[config.mk]
export PLATFORM = sky130hd
export DESIGN_NAME = ast_transmitter
export DESIGN_NICKNAME = d
export VERILOG_FILES = /design/src/common/ast_pkg.sv /design/src/verilog/ast_baud_tick.sv /design/src/verilog/ast_transmitter.sv
export SDC_FILE = /design/constraint.sdc
export NUM_CORES = 1
export LEC_CHECK = 0
export BUFFER_PORTS_ARGS = -buffer_cell sky130_fd_sc_hd__buf_4
export CORE_MARGIN = 2
export CORE_UTILIZATION = 60
export DETAILED_ROUTE_END_ITERATION = 7
export GPL_TIMING_DRIVEN = 0
export PLACE_DENSITY_LB_ADDON = 0.2
export SETUP_SLACK_MARGIN = 0.2
export SLEW_MARGIN = 0
export SYNTH_ARGS = -nofsm -noshare
export SYNTH_HDL_FRONTEND = slang
export SYNTH_SLANG_ARGS = --single-unit
[constraint.sdc]
create_clock -name i_clk_sys -period 2.5 [get_ports i_clk_sys]
set_input_delay 0.25 -clock i_clk_sys [delete_from_list [all_inputs] [get_ports i_clk_sys]]
set_output_delay 0.25 -clock i_clk_sys [all_outputs]
set_load 0.01 [all_outputs]
[src/common/ast_pkg.sv]
package ast_pkg;
  // Register port geometry
  localparam int ADDR_W = 3;
  localparam int DATA_W = 8;
  localparam logic [ADDR_W-1:0] ADR_STATUS = 3'h0;
  localparam logic [ADDR_W-1:0] ADR_DATA = 3'h1;
  localparam logic [ADDR_W-1:0] ADR_CONTROL_ONE = 3'h2;
  localparam logic [ADDR_W-1:0] ADR_CONTROL_TWO = 3'h3;
  localparam logic [ADDR_W-1:0] ADR_BAUD = 3'h4;

  // Status register bits
  localparam int ST_TX_BUFFER_EMPTY_FLAG_BIT = 0;
  localparam int ST_TC_BIT = 1;
  localparam int ST_BUSY_BIT = 2;
  // control_one bits
  localparam int C1_T8_BIT = 0;
  localparam int C1_WORD9_BIT = 1;
  // Second control register bits
  localparam int C2_TIE_BIT = 0;
  localparam int C2_TX_COMPLETE_IRQ_EN_BIT = 1;
  localparam int C2_TE_BIT = 2;
  localparam int C2_SBK_BIT = 3;

  // Reset values
  localparam logic [DATA_W-1:0] BAUD_RST = 8'h0f;
  localparam logic TX_BUFFER_EMPTY_FLAG_RST = 1'b1;
  localparam logic TC_RST = 1'b1;

  // Frame geometry in bit times
  localparam int FRAME_W = 11;
  localparam logic [3:0] FRAME_LEN8 = 4'ha;
  localparam logic [3:0] FRAME_LEN9 = 4'hb;
  localparam logic [3:0] MARK_LEN = 4'h1;
  localparam logic [FRAME_W-1:0] FRAME_ONES = 11'h7ff;
  localparam logic [FRAME_W-1:0] FRAME_ZEROS = 11'h000;

  // Baud divider: one bit time is (baud+1) * (PRESC_MAX+1) clocks
  localparam logic [3:0] PRESC_MAX = 4'hf;

  typedef enum logic {TX_QUIET, TX_FRAME} ast_state_t;
  typedef enum logic [1:0] {FK_DATA, FK_IDLE, FK_BREAK, FK_MARK} ast_kind_t;
endpackage

[src/verilog/ast_baud_tick.sv]
`timescale 1ns/1ns
`default_nettype none
module ast_baud_tick
  import ast_pkg::*;
(
  input wire logic i_clk_sys,
  input wire logic i_rst_b,
  input wire logic i_restart,
  input wire logic [DATA_W-1:0] i_div,
  output logic o_tick
);
  logic [3:0] pre_reg, pre_next;
  logic [DATA_W-1:0] cnt_reg, cnt_next;
  logic tick_reg, tick_next;

  // Restart keeps the first bit of a frame a full bit time long
  always_comb begin
    pre_next = pre_reg;
    cnt_next = cnt_reg;
    tick_next = 1'b0;
    if (i_restart) begin
      pre_next = '0;
      cnt_next = '0;
    end else if (pre_reg == PRESC_MAX) begin
      pre_next = '0;
      if (cnt_reg >= i_div) begin
        cnt_next = '0;
        tick_next = 1'b1;
      end else begin
        cnt_next = cnt_reg + 8'h01;
      end
    end else begin
      pre_next = pre_reg + 4'h1;
    end
  end

  always_ff @(posedge i_clk_sys or negedge i_rst_b) begin
    if (!i_rst_b) begin
      pre_reg <= '0;
      cnt_reg <= '0;
      tick_reg <= 1'b0;
    end else begin
      pre_reg <= pre_next;
      cnt_reg <= cnt_next;
      tick_reg <= tick_next;
    end
  end

  assign o_tick = tick_reg;
endmodule // ast_baud_tick
`default_nettype wire

[src/verilog/ast_transmitter.sv]
// Functional notes
// Word length is 8 bits with word-length bit clear, 9 bits when set.
// Serial output is low for the whole start bit.
// Serial output is high for the whole stop bit.
// Idle frame is all ones for a full frame, then next start bit.
// Break is zeros for whole frames, then one extra one bit.
// Transmit has its own baud tick, independent of the receive rate.
// In 9-bit mode the top bit comes from tx_ninth_data_bit.
// Data bits leave least significant bit first.
// Writes during a frame go to the holding buffer, moved at frame end.
// Setting transmitter_on takes the pin and sends one idle frame first.
// Buffer-empty clears only by status access then data-port write.
// Buffer-empty sets when the holding buffer empties and a transfer begins.
// Interrupt while buffer-empty and its enable set, global mask clear.
// A write while idle loads the shifter, starts, and sets buffer-empty.
// Complete flag sets after stop bit or break; interrupt if enabled.
// Complete flag clears by the same status-then-data-write sequence.
// Break frames repeat while send_break_ctl is set, then one closing one.
// Off-then-on mid frame queues an idle frame; holding data is lost.
// Enabled and empty keeps output high; disabled returns the pin to port.
// One bit per baud tick: start, 8 or 9 data bits, one stop bit.
`timescale 1ns/1ns
`default_nettype none
module ast_transmitter
  import ast_pkg::*;
(
  input wire logic i_clk_sys,
  input wire logic i_rst_b,
  input wire logic [ADDR_W-1:0] i_addr,
  input wire logic [DATA_W-1:0] i_wdata,
  input wire logic i_wr,
  input wire logic i_rd,
  input wire logic i_cpu_irq_mask,
  output logic [DATA_W-1:0] o_rdata,
  output logic o_tx_data,
  output logic o_tx_pin_serial,
  output logic o_irq
);
  ast_state_t state_reg, state_next;
  ast_kind_t kind_reg, kind_next;
  logic [FRAME_W-1:0] shift_reg, shift_next;
  logic [3:0] bit_cnt_reg, bit_cnt_next;
  logic [3:0] frame_len_reg, frame_len_next;
  logic [8:0] hold_reg, hold_next;
  logic hold_valid_reg, hold_valid_next;
  logic tx_buffer_empty_flag_reg, tx_buffer_empty_flag_next;
  logic tc_reg, tc_next;
  logic seen_reg, seen_next;
  logic pend_idle_reg, pend_idle_next;
  logic brk_tail_reg, brk_tail_next;
  logic line_reg, line_next;
  logic pin_reg, pin_next;
  logic irq_reg, irq_next;
  logic [DATA_W-1:0] rdata_reg, rdata_next;
  logic word9_reg, word9_next;
  logic t8_reg, t8_next;
  logic te_reg, te_next;
  logic sbk_reg, sbk_next;
  logic tie_reg, tie_next;
  logic tx_complete_irq_en_reg, tx_complete_irq_en_next;
  logic [DATA_W-1:0] baud_reg, baud_next;
  logic tick, launch, end_evt, wr_data, busy;

  function automatic logic [FRAME_W-1:0] build_frame(input logic w9, input logic [8:0] d);
    // Start bit in bit 0, stop bit above the data, padded with ones
    build_frame = w9 ? {1'b1, d, 1'b0} : {2'b11, d[7:0], 1'b0};
  endfunction

  function automatic logic [3:0] frame_len(input logic w9);
    frame_len = w9 ? FRAME_LEN9 : FRAME_LEN8;
  endfunction

  // Separate divider keeps transmit rate independent of any receiver
  ast_baud_tick u_tx_tick (
    .i_clk_sys(i_clk_sys),
    .i_rst_b(i_rst_b),
    .i_restart(launch),
    .i_div(baud_reg),
    .o_tick(tick)
  );

  assign busy = (state_reg == TX_FRAME);
  assign wr_data = i_wr && (i_addr == ADR_DATA);
  assign end_evt = busy && tick && (bit_cnt_reg == frame_len_reg - 4'h1);

  // Control registers
  always_comb begin
    word9_next = word9_reg;
    t8_next = t8_reg;
    te_next = te_reg;
    sbk_next = sbk_reg;
    tie_next = tie_reg;
    tx_complete_irq_en_next = tx_complete_irq_en_reg;
    baud_next = baud_reg;
    if (i_wr && i_addr == ADR_CONTROL_ONE) begin
      word9_next = i_wdata[C1_WORD9_BIT];
      t8_next = i_wdata[C1_T8_BIT];
    end
    if (i_wr && i_addr == ADR_CONTROL_TWO) begin
      te_next = i_wdata[C2_TE_BIT];
      sbk_next = i_wdata[C2_SBK_BIT];
      tie_next = i_wdata[C2_TIE_BIT];
      tx_complete_irq_en_next = i_wdata[C2_TX_COMPLETE_IRQ_EN_BIT];
    end
    if (i_wr && i_addr == ADR_BAUD) begin
      baud_next = i_wdata;
    end
  end

  always_ff @(posedge i_clk_sys or negedge i_rst_b) begin
    if (!i_rst_b) begin
      word9_reg <= 1'b0;
      t8_reg <= 1'b0;
      te_reg <= 1'b0;
      sbk_reg <= 1'b0;
      tie_reg <= 1'b0;
      tx_complete_irq_en_reg <= 1'b0;
      baud_reg <= BAUD_RST;
    end else begin
      word9_reg <= word9_next;
      t8_reg <= t8_next;
      te_reg <= te_next;
      sbk_reg <= sbk_next;
      tie_reg <= tie_next;
      tx_complete_irq_en_reg <= tx_complete_irq_en_next;
      baud_reg <= baud_next;
    end
  end

  // Transmit engine, flags and bus answer
  always_comb begin
    logic can_start;
    logic te_rise, te_fall;
    can_start = te_reg && (!busy || end_evt);
    te_rise = te_next && !te_reg;
    te_fall = !te_next && te_reg;
    state_next = state_reg;
    kind_next = kind_reg;
    shift_next = shift_reg;
    bit_cnt_next = bit_cnt_reg;
    frame_len_next = frame_len_reg;
    hold_next = hold_reg;
    hold_valid_next = hold_valid_reg;
    tx_buffer_empty_flag_next = tx_buffer_empty_flag_reg;
    tc_next = tc_reg;
    seen_next = seen_reg;
    pend_idle_next = pend_idle_reg;
    brk_tail_next = brk_tail_reg;
    line_next = line_reg;
    launch = 1'b0;

    // Clears come first so that a hardware set in the same cycle wins
    if (wr_data && seen_reg) begin
      tx_buffer_empty_flag_next = 1'b0;
      tc_next = 1'b0;
    end

    // Step through the current frame
    if (busy && tick) begin
      if (end_evt) begin
        state_next = TX_QUIET;
        line_next = 1'b1;
        if (kind_reg == FK_DATA || kind_reg == FK_BREAK) begin
          tc_next = 1'b1;
        end
      end else begin
        shift_next = shift_reg >> 1;
        line_next = shift_reg[1];
        bit_cnt_next = bit_cnt_reg + 4'h1;
      end
    end

    if (i_rd && i_addr == ADR_STATUS) begin
      seen_next = 1'b1;
    end else if (wr_data) begin
      seen_next = 1'b0;
    end
    if (wr_data && busy) begin
      hold_next = {t8_reg, i_wdata};
      hold_valid_next = 1'b1;
    end

    // Pick the next frame, idle first, then break, closing one, data
    if (can_start) begin
      launch = 1'b1;
      bit_cnt_next = '0;
      state_next = TX_FRAME;
      if (pend_idle_reg) begin
        kind_next = FK_IDLE;
        shift_next = FRAME_ONES;
        frame_len_next = frame_len(word9_reg);
        pend_idle_next = 1'b0;
      end else if (sbk_reg) begin
        kind_next = FK_BREAK;
        shift_next = FRAME_ZEROS;
        frame_len_next = frame_len(word9_reg);
        brk_tail_next = 1'b1;
      end else if (brk_tail_reg) begin
        kind_next = FK_MARK;
        shift_next = FRAME_ONES;
        frame_len_next = MARK_LEN;
        brk_tail_next = 1'b0;
      end else if (hold_valid_reg) begin
        kind_next = FK_DATA;
        shift_next = build_frame(word9_reg, hold_reg);
        frame_len_next = frame_len(word9_reg);
        hold_valid_next = wr_data && busy;
        tx_buffer_empty_flag_next = 1'b1;
      end else if (wr_data && !busy) begin
        kind_next = FK_DATA;
        shift_next = build_frame(word9_reg, {t8_reg, i_wdata});
        frame_len_next = frame_len(word9_reg);
        tx_buffer_empty_flag_next = 1'b1;
      end else begin
        launch = 1'b0;
        state_next = end_evt ? TX_QUIET : state_reg;
        shift_next = end_evt ? shift_reg : shift_next;
        bit_cnt_next = end_evt ? bit_cnt_reg : bit_cnt_next;
      end
      if (launch) begin
        line_next = shift_next[0];
      end
    end else if (wr_data && !busy && !te_reg) begin
      hold_next = {t8_reg, i_wdata};
      hold_valid_next = 1'b1;
    end

    // Turning off drops the held word; turning on queues an idle frame
    if (te_fall) begin
      hold_valid_next = 1'b0;
      pend_idle_next = 1'b0;
      tx_buffer_empty_flag_next = 1'b1;
    end
    if (te_rise) begin
      pend_idle_next = 1'b1;
    end

    pin_next = te_next || (state_next == TX_FRAME);
    irq_next = !i_cpu_irq_mask && ((tx_buffer_empty_flag_reg && tie_reg) || (tc_reg && tx_complete_irq_en_reg));

    rdata_next = '0;
    if (i_rd) begin
      unique case (i_addr)
        ADR_STATUS: begin
          rdata_next[ST_TX_BUFFER_EMPTY_FLAG_BIT] = tx_buffer_empty_flag_reg;
          rdata_next[ST_TC_BIT] = tc_reg;
          rdata_next[ST_BUSY_BIT] = busy;
        end
        ADR_CONTROL_ONE: begin
          rdata_next[C1_T8_BIT] = t8_reg;
          rdata_next[C1_WORD9_BIT] = word9_reg;
        end
        ADR_CONTROL_TWO: begin
          rdata_next[C2_TIE_BIT] = tie_reg;
          rdata_next[C2_TX_COMPLETE_IRQ_EN_BIT] = tx_complete_irq_en_reg;
          rdata_next[C2_TE_BIT] = te_reg;
          rdata_next[C2_SBK_BIT] = sbk_reg;
        end
        ADR_BAUD: rdata_next = baud_reg;
        default: rdata_next = '0;
      endcase
    end
  end

  always_ff @(posedge i_clk_sys or negedge i_rst_b) begin
    if (!i_rst_b) begin
      state_reg <= TX_QUIET;
      kind_reg <= FK_IDLE;
      shift_reg <= FRAME_ONES;
      bit_cnt_reg <= '0;
      frame_len_reg <= FRAME_LEN8;
      hold_reg <= '0;
      hold_valid_reg <= 1'b0;
      tx_buffer_empty_flag_reg <= TX_BUFFER_EMPTY_FLAG_RST;
      tc_reg <= TC_RST;
      seen_reg <= 1'b0;
      pend_idle_reg <= 1'b0;
      brk_tail_reg <= 1'b0;
      line_reg <= 1'b1;
      pin_reg <= 1'b0;
      irq_reg <= 1'b0;
      rdata_reg <= '0;
    end else begin
      state_reg <= state_next;
      kind_reg <= kind_next;
      shift_reg <= shift_next;
      bit_cnt_reg <= bit_cnt_next;
      frame_len_reg <= frame_len_next;
      hold_reg <= hold_next;
      hold_valid_reg <= hold_valid_next;
      tx_buffer_empty_flag_reg <= tx_buffer_empty_flag_next;
      tc_reg <= tc_next;
      seen_reg <= seen_next;
      pend_idle_reg <= pend_idle_next;
      brk_tail_reg <= brk_tail_next;
      line_reg <= line_next;
      pin_reg <= pin_next;
      irq_reg <= irq_next;
      rdata_reg <= rdata_next;
    end
  end

  assign o_rdata = rdata_reg;
  assign o_tx_data = line_reg;
  assign o_tx_pin_serial = pin_reg;
  assign o_irq = irq_reg;
endmodule // ast_transmitter
`default_nettype wire

# After elaboration in Yosys (flattened, before gate mapping)
# Index checks and enable logic that the tools add are counted.
[totals]
reg_bits = 75
elab_cells = 171
[op_classes]
muxes = 93
addsub = 4
eq_ne = 10
order_cmp = 1
reduce_logical = 35
bitwise_logic = 1
[op_table]
columns = ["operator", "n"]
rows = [
  ["11-bit two-way mux", 9],
  ["4-bit two-way mux", 17],
  ["1-bit two-way mux", 50],
  ["8-bit two-way mux", 4],
  ["9-bit two-way mux", 3],
  ["10-bit two-way mux", 2],
  ["1-bit logical AND", 17],
  ["2-bit two-way mux", 5],
  ["4-bit by 1-bit adder with 4-bit output, second input constant", 2],
  ["8-bit by 1-bit adder with 8-bit output, second input constant", 1],
  ["8-bit >= comparator", 1],
  ["2-bit case mux with 4 select lines", 1],
  ["7-bit by 6-bit != test with 1-bit output, second input constant", 1],
  ["3-bit by 2-bit == test with 1-bit output, second input constant", 2],
  ["6-bit by 5-bit != test with 1-bit output, second input constant", 1],
  ["2-bit nonzero test", 3],
  ["5-bit nonzero test", 1],
  ["4-bit == test", 1],
  ["4-bit == test, second input constant", 1],
  ["1-bit zero test", 4],
  ["1-bit logical OR", 4],
  ["2-bit AND reduction", 2],
  ["4-bit by 1-bit subtractor with 4-bit output, second input constant", 1],
  ["3-bit by 1-bit == test with 1-bit output, second input constant", 1],
  ["10 further kinds", 10],
]

# Depth between registers and ports, before layout
# Gate-level depths: netlist of the first run.
[depth]
ltp_word = 13
ltp_mapped = 10

# By module
# A second synthesis of the first run with hierarchy kept.
[unflattened]
hier_cells = 391
hier_area_um2 = 4050.1
[by_module_without_submodules]
columns = ["module", "cells_each", "n_inst", "seq_area_each_um2", "area_each_um2"]
rows = [
  ["ast_transmitter", 309, 1, 1475.2, 3193.1],
  ["ast_baud_tick", 82, 1, 325.3, 857.1],
]

# Worst setup path before layout of the first run
# No wires, ideal clock.
[synth_path]
kind = "reg2reg"
startpoint = "register frame_len_reg[1]"
endpoint = "register hold_valid_reg"
t_required_ns = 2.358
t_arrival_ns = 1.968
slack_ns = 0.390
n_path_buf = 2
path_stages_with_launch = 11
setup_time_ns = 0.142
path_cell_list = "dfstp_2 inv_1 ha_1 xor2_2 nand4_4 o21ai_2 buf_6 nand3b_2 buf_6 o21ai_1 a21oi_1"
[synth_between]
elab_chain_cells = 7
[synth_rtl]
columns = ["element", "line_no", "source"]
rows = [
  ["start, declared", "ast_transmitter.sv:43", "logic [3:0] frame_len_reg, frame_len_next;"],
  ["start signal, assigned", "ast_transmitter.sv:288", "frame_len_reg <= frame_len_next;"],
  ["4-bit by 1-bit subtractor with 4-bit output", "ast_transmitter.sv:84", "assign end_evt = busy && tick && (bit_cnt_reg == frame_len_reg - 4'h1);"],
  ["4-bit == test", "ast_transmitter.sv:84", ""],
  ["1-bit logical AND", "ast_transmitter.sv:84", ""],
  ["1-bit logical OR", "ast_transmitter.sv:134", "can_start = te_reg && (!busy || end_evt);"],
  ["1-bit logical AND", "ast_transmitter.sv:134", ""],
  ["1-bit two-way mux", "ast_transmitter.sv:184", "if (can_start) begin"],
  ["1-bit two-way mux", "ast_transmitter.sv:229", "if (te_fall) begin"],
  ["named net hold_valid_next", "ast_transmitter.sv:45", "logic hold_valid_reg, hold_valid_next;"],
  ["end signal, assigned", "ast_transmitter.sv:290", "hold_valid_reg <= hold_valid_next;"],
  ["end, declared", "ast_transmitter.sv:45", ""],
]
# The timed path passes the listed nets, and every way through them passes these cells.
# A chain may end at the register's enable or synchronous reset.

# Final worst setup path of the first run
[layout_path]
startpoint = "register frame_len_reg[1]"
endpoint = "register shift_reg[8]"
[layout_between]
elab_chain_cells = 12
elab_cells_between_ends = 15
cone_classes = "add/sub (1); eq/ne (2); mux (9); reduce/logical (3)"
[layout_rtl]
columns = ["element", "line_no", "source"]
rows = [
  ["4-bit by 1-bit subtractor with 4-bit output *", "ast_transmitter.sv:84", ""],
  ["4-bit == test *", "ast_transmitter.sv:84", ""],
  ["1-bit logical AND *", "ast_transmitter.sv:84", ""],
  ["11-bit two-way mux", "ast_transmitter.sv:160", "if (end_evt) begin"],
  ["11-bit two-way mux", "ast_transmitter.sv:159", "if (busy && tick) begin"],
  ["11-bit two-way mux", "ast_transmitter.sv:217", "shift_next = end_evt ? shift_reg : shift_next;"],
  ["11-bit two-way mux", "ast_transmitter.sv:209", "end else if (wr_data && !busy) begin"],
  ["11-bit two-way mux", "ast_transmitter.sv:203", "end else if (hold_valid_reg) begin"],
  ["11-bit two-way mux", "ast_transmitter.sv:198", "end else if (brk_tail_reg) begin"],
  ["11-bit two-way mux", "ast_transmitter.sv:193", "end else if (sbk_reg) begin"],
  ["11-bit two-way mux", "ast_transmitter.sv:188", "if (pend_idle_reg) begin"],
  ["11-bit two-way mux", "ast_transmitter.sv:184", ""],
  ["end signal, assigned", "ast_transmitter.sv:286", "shift_reg <= shift_next;"],
  ["end, declared", "ast_transmitter.sv:41", "logic [FRAME_W-1:0] shift_reg, shift_next;"],
]
# Mark *: on every way between the ends. The rest lies on a longest branch, timed or not. The select of a mux whose other input is x is not followed.

==> results by group, run 1 <==
Clock tree
  • Clock edge transition at the registers on the reported setup and hold paths: 0.08 ns
  • Clock H-tree levels: 3
  • Total clock buffers created by CTS: 9
  • TritonCTS clock tree: done
  • Cell at the root of the clock tree: sky130_fd_sc_hd__clkbuf_8
  • Latest clock arrival within the worst-skew pair: 0.35 ns
  • Max Root-Sink Buffers: 2
  • Clock sinks: 71

Pwr
  • P per Cell Area: 832 nW/µm²
  • Total Power: 0.00371 W
  • Leakage power of the design: 2.06 nW
  • Worst IR drop on VDD: 603 µV

Detailed routing
  • 1st-pass router iterations: 5
  • Starting DRC count in detailed routing: 176
  • Total wire length after detailed routing: 8780 µm
  • Via count of the routed design: 3176
  • Vias per cell: 6.14
  • Number of remaining DRC errors: 0
  • Routed length per placed instance: 17.0 µm
  • DRT antenna net count: 0

Synthesis
  • Synth Instances: 394
  • Distinct cells, synth: 54
  • Sequential area share after synthesis: 46.8%
  • Post-synth EDFFs: 0
  • Cell type with the highest aggregate area in the netlist: sky130_fd_sc_hd__dfrtp_1
  • Most numerous cell in the Yosys netlist: sky130_fd_sc_hd__nand2_1
  • Post-synth ARST share: 100%
  • Net count after synthesis: 423
  • Proportion of synthesized area in mux cells: 4.09%
  • Area share of fa/ha/maj cells after synthesis: 4.22%
  • Compound-cell area share of the yosys netlist: 16.7%
  • Post-Synth XOR/XNOR Area: 3.31%
  • Mapped cell area: 3850 µm²
  • Dominant combinational cell family by area after synthesis: simple AND/OR/NAND/NOR gates
  • Top-area cell type share of the netlist area: 33.8%
  • Number of synthesized register bits: 71
  • Flip-flop cell with the highest count after synthesis: sky130_fd_sc_hd__dfrtp_1
  • Leading cell types by total area after synthesis: sky130_fd_sc_hd__dfrtp_1, sky130_fd_sc_hd__dfstp_2, sky130_fd_sc_hd__nand2_1, sky130_fd_sc_hd__ha_1, sky130_fd_sc_hd__mux2_2
  • Basic-gate share of the synthesized area counting and, or, nand and nor cells: 20.6%
  • Synth warnings: 0
  • Leading cell types by count after synthesis: sky130_fd_sc_hd__nand2_1, sky130_fd_sc_hd__dfrtp_1, sky130_fd_sc_hd__nor2_1, sky130_fd_sc_hd__a21oi_1, sky130_fd_sc_hd__o21ai_0
  • Post-synthesis area per instance: 9.77 µm²

GRT
  • Global-route wire length before repair: 14500 µm
  • Gr usage total: 26.1%
  • Number of antenna violations at the first check in global routing: 0
  • GR Overflow Total: 0
  • Maximum number of pins on one net before global-route repair: 72
  • Vias in the first global route: 3011

Die
  • Number of rows created at floorplan: 29
  • Die Outline Area: 7070 µm²
  • Number of top-level design ports: 27
  • Area of the core: 6280 µm²
  • Initial standard-cell utilization of the core: 61.3%
  • Die height: 84.1 µm
  • Chip width: 84.1 µm

STA
  • Unrepaired setup endpoints after global routing: true
  • Max Freq: 0.445 GHz
  • Final period utilization: 89.8%
  • Worst Skew: 0.00871 ns
  • Worst Setup Slack, final: 0.255 ns
  • Worst hold slack across all endpoints: -0.0121 ns
  • Time the final worst path needs with I/O delays and setup: 2.25 ns
  • Slew Viols, Final: 0
  • Final number of setup-violating endpoints: 0
  • Worst Tran Pin Value: 0.865 ns
  • Setup_tns: 0 ns
  • Hold violation count in the final report: 6
  • Worst max-slew margin expressed relative to the limit: 42.3%

Layout
  • Layout net count: 464
  • Share of cells above drive strength 1: 26.8%
  • Layout-stage area growth over the synthesis result: 15.9%
  • Count of filler cells inserted in the layout: 469
  • Number of standard cells in the layout, taps in and fillers out: 517
  • Diode insertion count for antenna repair: 0
  • Number of flip-flops in the largest register: 10

Placed design
  • Pre-CTS setup slack: 0.0698 ns
  • Number of cells in the design after placement: 495
  • Post-detailed-placement half-perimeter wirelength: 5990 µm
  • Count of input and output buffers: 24
  • Placer congestion estimate: 0.832

Critical path
  • Library cell contributing the largest single delay on the critical path: sky130_fd_sc_hd__dfstp_2
  • Required time of the worst setup path: 2.78 ns
  • Delay of the slowest critical-path stage: 0.53 ns
  • Category of the worst setup path capture point: flop
  • Sequence of cells on the critical path: inv_1 -> ha_4 -> xor2_4 -> nand4_4 -> o21ai_2 -> buf_6 -> nand3b_4 -> clkbuf_16 -> a221oi_2 -> nor4_1
  • Maximum fanout along the worst path: 8
  • Crit path kind: flop to flop
  • Startpoint type of the worst setup path: flop
  • Worst Path Arrival: 2.52 ns

Run status
  • Result of the run: finished, violations left
  • Violations in the final reports: negative hold slack

Hold path
  • Hold Crit Class: input pin to asynchronous set/reset pin

Job
  • Max-cap viol count: 0
critical path: cells and delay by family, from the launching register on:
kind | cells | cell delay (ns)
and+or+nand+nor | 3 | 0.35
DFF | 1 | 0.53
buffers and inverters | 3 | 0.41
AOI/OAI and AO/OA | 2 | 0.37
adders and majority gates | 1 | 0.30
xor gates and xnor gates | 1 | 0.21
timing repair:
action,4_1_cts,5_1_grt
pin swaps,2,3
gates resized for setup,4,7
gates cloned,0,1
buffers inserted,0,5
endpoints found under the setup margin,18,27
hold buffers,0,0
metal layers:
metal	track usage, %	vias up	wire [µm]
met4	12.5	0	213
met2	39.3	122	4140
met5	0	-	0
met1	36.1	1549	3860
li1	-	1484	-
met3	5.74	21	572
metrics by stage:
step	util, %	cell area (µm²)
2_1_floorplan	-	3850
3_3_place_gp	65.7	4130
3_5_place_dp	65.7	4130
4_1_cts	69.2	4350
5_1_grt	71.1	4460
6_report	71.1	4460
power by group:
group / switching (W) / leakage [nW] / internal [W]
Clock: 0.000462 / 0.0956 / 0.000462
Combinational: 0.000539 / 1.11 / 0.000470
Sequential: 0.000276 / 0.856 / 0.00150
cell type report:
class | instances | area, µm² | area share [%]
clock inverters | 7 | 72.6 | 1.63
plain buffers | 20 | 120 | 2.69
repair buffers | 30 | 243 | 5.44
well taps | 77 | 96.3 | 2.16
flip-flops and latches | 71 | 1800 | 40.3
multi-input cells | 290 | 1960 | 43.9
inverters | 13 | 48.8 | 1.09
clock buffers | 9 | 124 | 2.78
cell families (layout without fill, tap and decap cells):
kind of cell	after synthesis	count (layout)
buf+inv	33	79
simple gates	161	161
xor+xnor	12	12
compound gates	90	90
fa+ha+maj	13	13
flops	71	71
mux	14	14
worst paths after layout:
| kind | startpoint | end | slack [ns] | depth (start not counted) |
|---|---|---|---|---|
| min in group i_clk_sys | i_cpu_irq_mask | o_irq | 0.04 | 2 |
| min reg2reg | kind_reg[0] | kind_reg[0] | 0.47 | 2 |
| min | i_rst_b | bit_cnt_reg[2] | -0.01 | 1 |
| max reg2reg | frame_len_reg[1] | shift_reg[8] | 0.25 | 10 |
| max in group asynchronous | i_rst_b | hold_reg[4] | 1.92 | 1 |
| max | frame_len_reg[1] | shift_reg[8] | 0.25 | 10 |
cells in the final DEF, fill, tap and decap left out, types with 3 or more instances in the layout:
cell type                  synthesis  final
sky130_fd_sc_hd__a21o_1            5      5
sky130_fd_sc_hd__a21oi_1          22     20
sky130_fd_sc_hd__a21oi_2           1      3
sky130_fd_sc_hd__a221oi_2          7      7
sky130_fd_sc_hd__a22oi_1           3      3
sky130_fd_sc_hd__and2_1            5      5
sky130_fd_sc_hd__and3_1            9      9
sky130_fd_sc_hd__buf_4             6     35
sky130_fd_sc_hd__clkbuf_1          8      8
sky130_fd_sc_hd__clkbuf_8          0      9
sky130_fd_sc_hd__dfrtp_1          52     52
sky130_fd_sc_hd__dfstp_2          19     19
sky130_fd_sc_hd__ha_1             13     11
sky130_fd_sc_hd__inv_1            13     13
sky130_fd_sc_hd__mux2_2           14     14
sky130_fd_sc_hd__nand2_1          55     55
sky130_fd_sc_hd__nand2b_1         11     11
sky130_fd_sc_hd__nand3_1          14     13
sky130_fd_sc_hd__nand4_1           3      3
sky130_fd_sc_hd__nor2_1           34     34
sky130_fd_sc_hd__nor2b_1           5      5
sky130_fd_sc_hd__nor3_1            7      7
sky130_fd_sc_hd__nor4_1            9      9
sky130_fd_sc_hd__o211ai_1          9      9
sky130_fd_sc_hd__o21ai_0          20     20
sky130_fd_sc_hd__o21ai_1           4      4
sky130_fd_sc_hd__xor2_1            6      6
No activity file was read; power rests on OpenSTA's default activity.
==> run 2, diff against run 1 <==
--- a/config.mk
+++ b/config.mk
@@ -11,6 +11,7 @@
 export DETAILED_ROUTE_END_ITERATION = 7
 export GPL_TIMING_DRIVEN = 0
 export PLACE_DENSITY_LB_ADDON = 0.2
+export REMOVE_ABC_BUFFERS = 1
 export SETUP_SLACK_MARGIN = 0.2
 export SLEW_MARGIN = 0
 export SYNTH_ARGS = -nofsm -noshare
==> run 2 against run 1 <==
Net effect: the run now ends clean; flip-flop and latch count is the same; clock power grew 19%; global-route usage grew 0.52 points; via count shrank 0.19%; combinational power is essentially flat; count of clock-buffer cells in the layout grew 3; design area grew 2.0%; register-to-register slack lost 0.04 ns; critical path type unchanged.
==> results by group, run 2 (synthesis gave the netlist of run 1 again) <==
Run status
  • Result of the run: finished clean

STA
  • Unrepaired setup endpoints after global routing: true
  • Time the final worst path needs with I/O delays and setup: 2.29 ns
  • Worst Skew: 0.0121 ns
  • Final number of setup-violating endpoints: 0
  • Worst Tran Pin Value: 0.884 ns
  • Worst Setup Slack, final: 0.211 ns
  • Slew Viols, Final: 0
  • Max Freq: 0.437 GHz
  • Hold violation count in the final report: 0
  • Worst max-slew margin expressed relative to the limit: 41.0%
  • Final period utilization: 91.6%

GRT
  • Busiest layer in global routing: met2
  • Gr usage total: 26.6%
  • Met3 Usage GRT: 4.25%
  • Number of antenna violations at the first check in global routing: 0
  • Vias in the first global route: 3056
  • Met1 capacity usage during global routing: 37.0%
  • Met2 GRT Util: 41.3%
  • Global-route wire length before repair: 14800 µm
  • Maximum number of pins on one net before global-route repair: 72
  • GR Overflow Total: 0

Layout
  • Core occupancy in the finished layout: 72.6%
  • Commonest cells after routing, fill and taps aside: sky130_fd_sc_hd__nand2_1, sky130_fd_sc_hd__dfrtp_1, sky130_fd_sc_hd__buf_4
  • Share of cells above drive strength 1: 28.9%
  • Layout net count: 453
  • Layout-stage area growth over the synthesis result: 18.3%
  • Most common library cell in the layout ignoring fill and taps: sky130_fd_sc_hd__nand2_1
  • Diode insertion count for antenna repair: 0
  • Number of standard cells in the layout, taps in and fillers out: 506
  • Number of flip-flops in the largest register: 10
  • Final Instance Area: 4550 µm²

Critical path
  • Delay of the slowest critical-path stage: 0.54 ns
  • Startpoint type of the worst setup path: flop
  • Category of the worst setup path capture point: flop
  • Sequence of cells on the critical path: inv_2 -> ha_4 -> xor2_4 -> nand4_4 -> o21ai_4 -> nand3b_4 -> buf_12 -> o21ai_2 -> a21oi_1
  • Critical path buffer and inverter count: 2
  • Crit-path leading delay family: flip-flops
  • Required time of the worst setup path: 2.71 ns
  • Crit path kind: flop to flop
  • Library cell contributing the largest single delay on the critical path: sky130_fd_sc_hd__dfstp_2
  • Maximum fanout along the worst path: 6
  • Worst Path Arrival: 2.50 ns

Placed design
  • Number of cells in the design after placement: 478
  • Pre-CTS setup slack: -0.309 ns
  • Placer congestion estimate: 0.817
  • DP Area: 4050 µm²
  • Post-detailed-placement half-perimeter wirelength: 5610 µm
  • Count of input and output buffers: 26

Die
  • Number of rows created at floorplan: 29
  • Die height: 84.1 µm
  • Chip width: 84.1 µm
  • Initial standard-cell utilization of the core: 61.3%
  • Die Outline Area: 7070 µm²
  • Number of top-level design ports: 27
  • Area of the core: 6280 µm²

Detailed routing
  • Vias per cell: 6.26
  • Number of remaining DRC errors: 0
  • 1st-pass router iterations: 7
  • Routed length per placed instance: 18.3 µm
  • DRT antenna net count: 0
  • Total wire length after detailed routing: 9260 µm
  • Via count of the routed design: 3170
  • Starting DRC count in detailed routing: 401

Clock tree
  • Cell at the root of the clock tree: sky130_fd_sc_hd__clkbuf_8
  • Clock sinks: 71
  • Latest clock arrival within the worst-skew pair: 0.36 ns
  • Total clock buffers created by CTS: 9
  • Max Root-Sink Buffers: 2
  • Clock edge transition at the registers on the reported setup and hold paths: 0.08 ns
  • TritonCTS clock tree: done
  • CTS hold repair buffers: 0
  • Clock H-tree levels: 3

Hold path
  • Hold Crit Class: input pin to asynchronous set/reset pin

Job
  • Max-cap viol count: 0

Pwr
  • Worst IR drop on VDD: 578 µV
  • P per Cell Area: 861 nW/µm²
  • Total Power: 0.00392 W
  • Leakage power of the design: 2.09 nW
## run 2: final cells by class
| type | count | area [µm²] |
|---|---|---|
| multi-input cells | 290 | 2030 |
| clock inverters | 4 | 76.3 |
| well taps | 77 | 96.3 |
| repair buffers | 39 | 339 |
| inverters | 13 | 48.8 |
| clock buffers | 12 | 165 |
| flip-flops and latches | 71 | 1800 |
| fillers | 432 | 1720 |
## run 2: timing repair
action / 4_1_cts / 5_1_grt
resized for setup: 12 / 12
endpoints found under the hold margin: 0 / 0
endpoints found under the setup margin: 34 / 29
setup buffers: 8 / 3
gates cloned: 0 / 1
pin swaps: 4 / 5
## run 2: path summary, 6_finish.rpt
path	start	to	slack, ns	depth (start not counted)
max	frame_len_reg[1]	hold_valid_reg	0.21	9
min	i_rst_b	bit_cnt_reg[0]	0.01	1
max reg2reg	frame_len_reg[1]	hold_valid_reg	0.21	9
min reg2reg	kind_reg[0]	kind_reg[0]	0.47	2
max in group asynchronous	i_rst_b	busy	1.88	1
min in group i_clk_sys	i_cpu_irq_mask	o_irq	0.03	2
## run 2: stage by stage
stage               hold WS [ns]  setup TNS, ns
finish                    0.0111              0
global route              0.0267              0
CTS                       0.0318              0
detailed placement         0.407          -3.09
global placement           0.404          -9.30
floorplan                -0.0456              0
## run 2: metal layers
| layer | up-vias | routed length (µm) |
|---|---|---|
| li1 | 1453 | - |
| met2 | 142 | 4320 |
| met5 | - | 0 |
| met4 | 0 | 323 |
| met1 | 1541 | 4050 |
| met3 | 34 | 564 |
## run 2: power breakdown
part | leakage, nW | internal (W) | switching [W] | total [W]
Clock | 0.119 | 0.000645 | 0.000452 | 0.00110
Combinational | 1.12 | 0.000468 | 0.000521 | 0.000989
Sequential | 0.855 | 0.00150 | 0.000329 | 0.00183
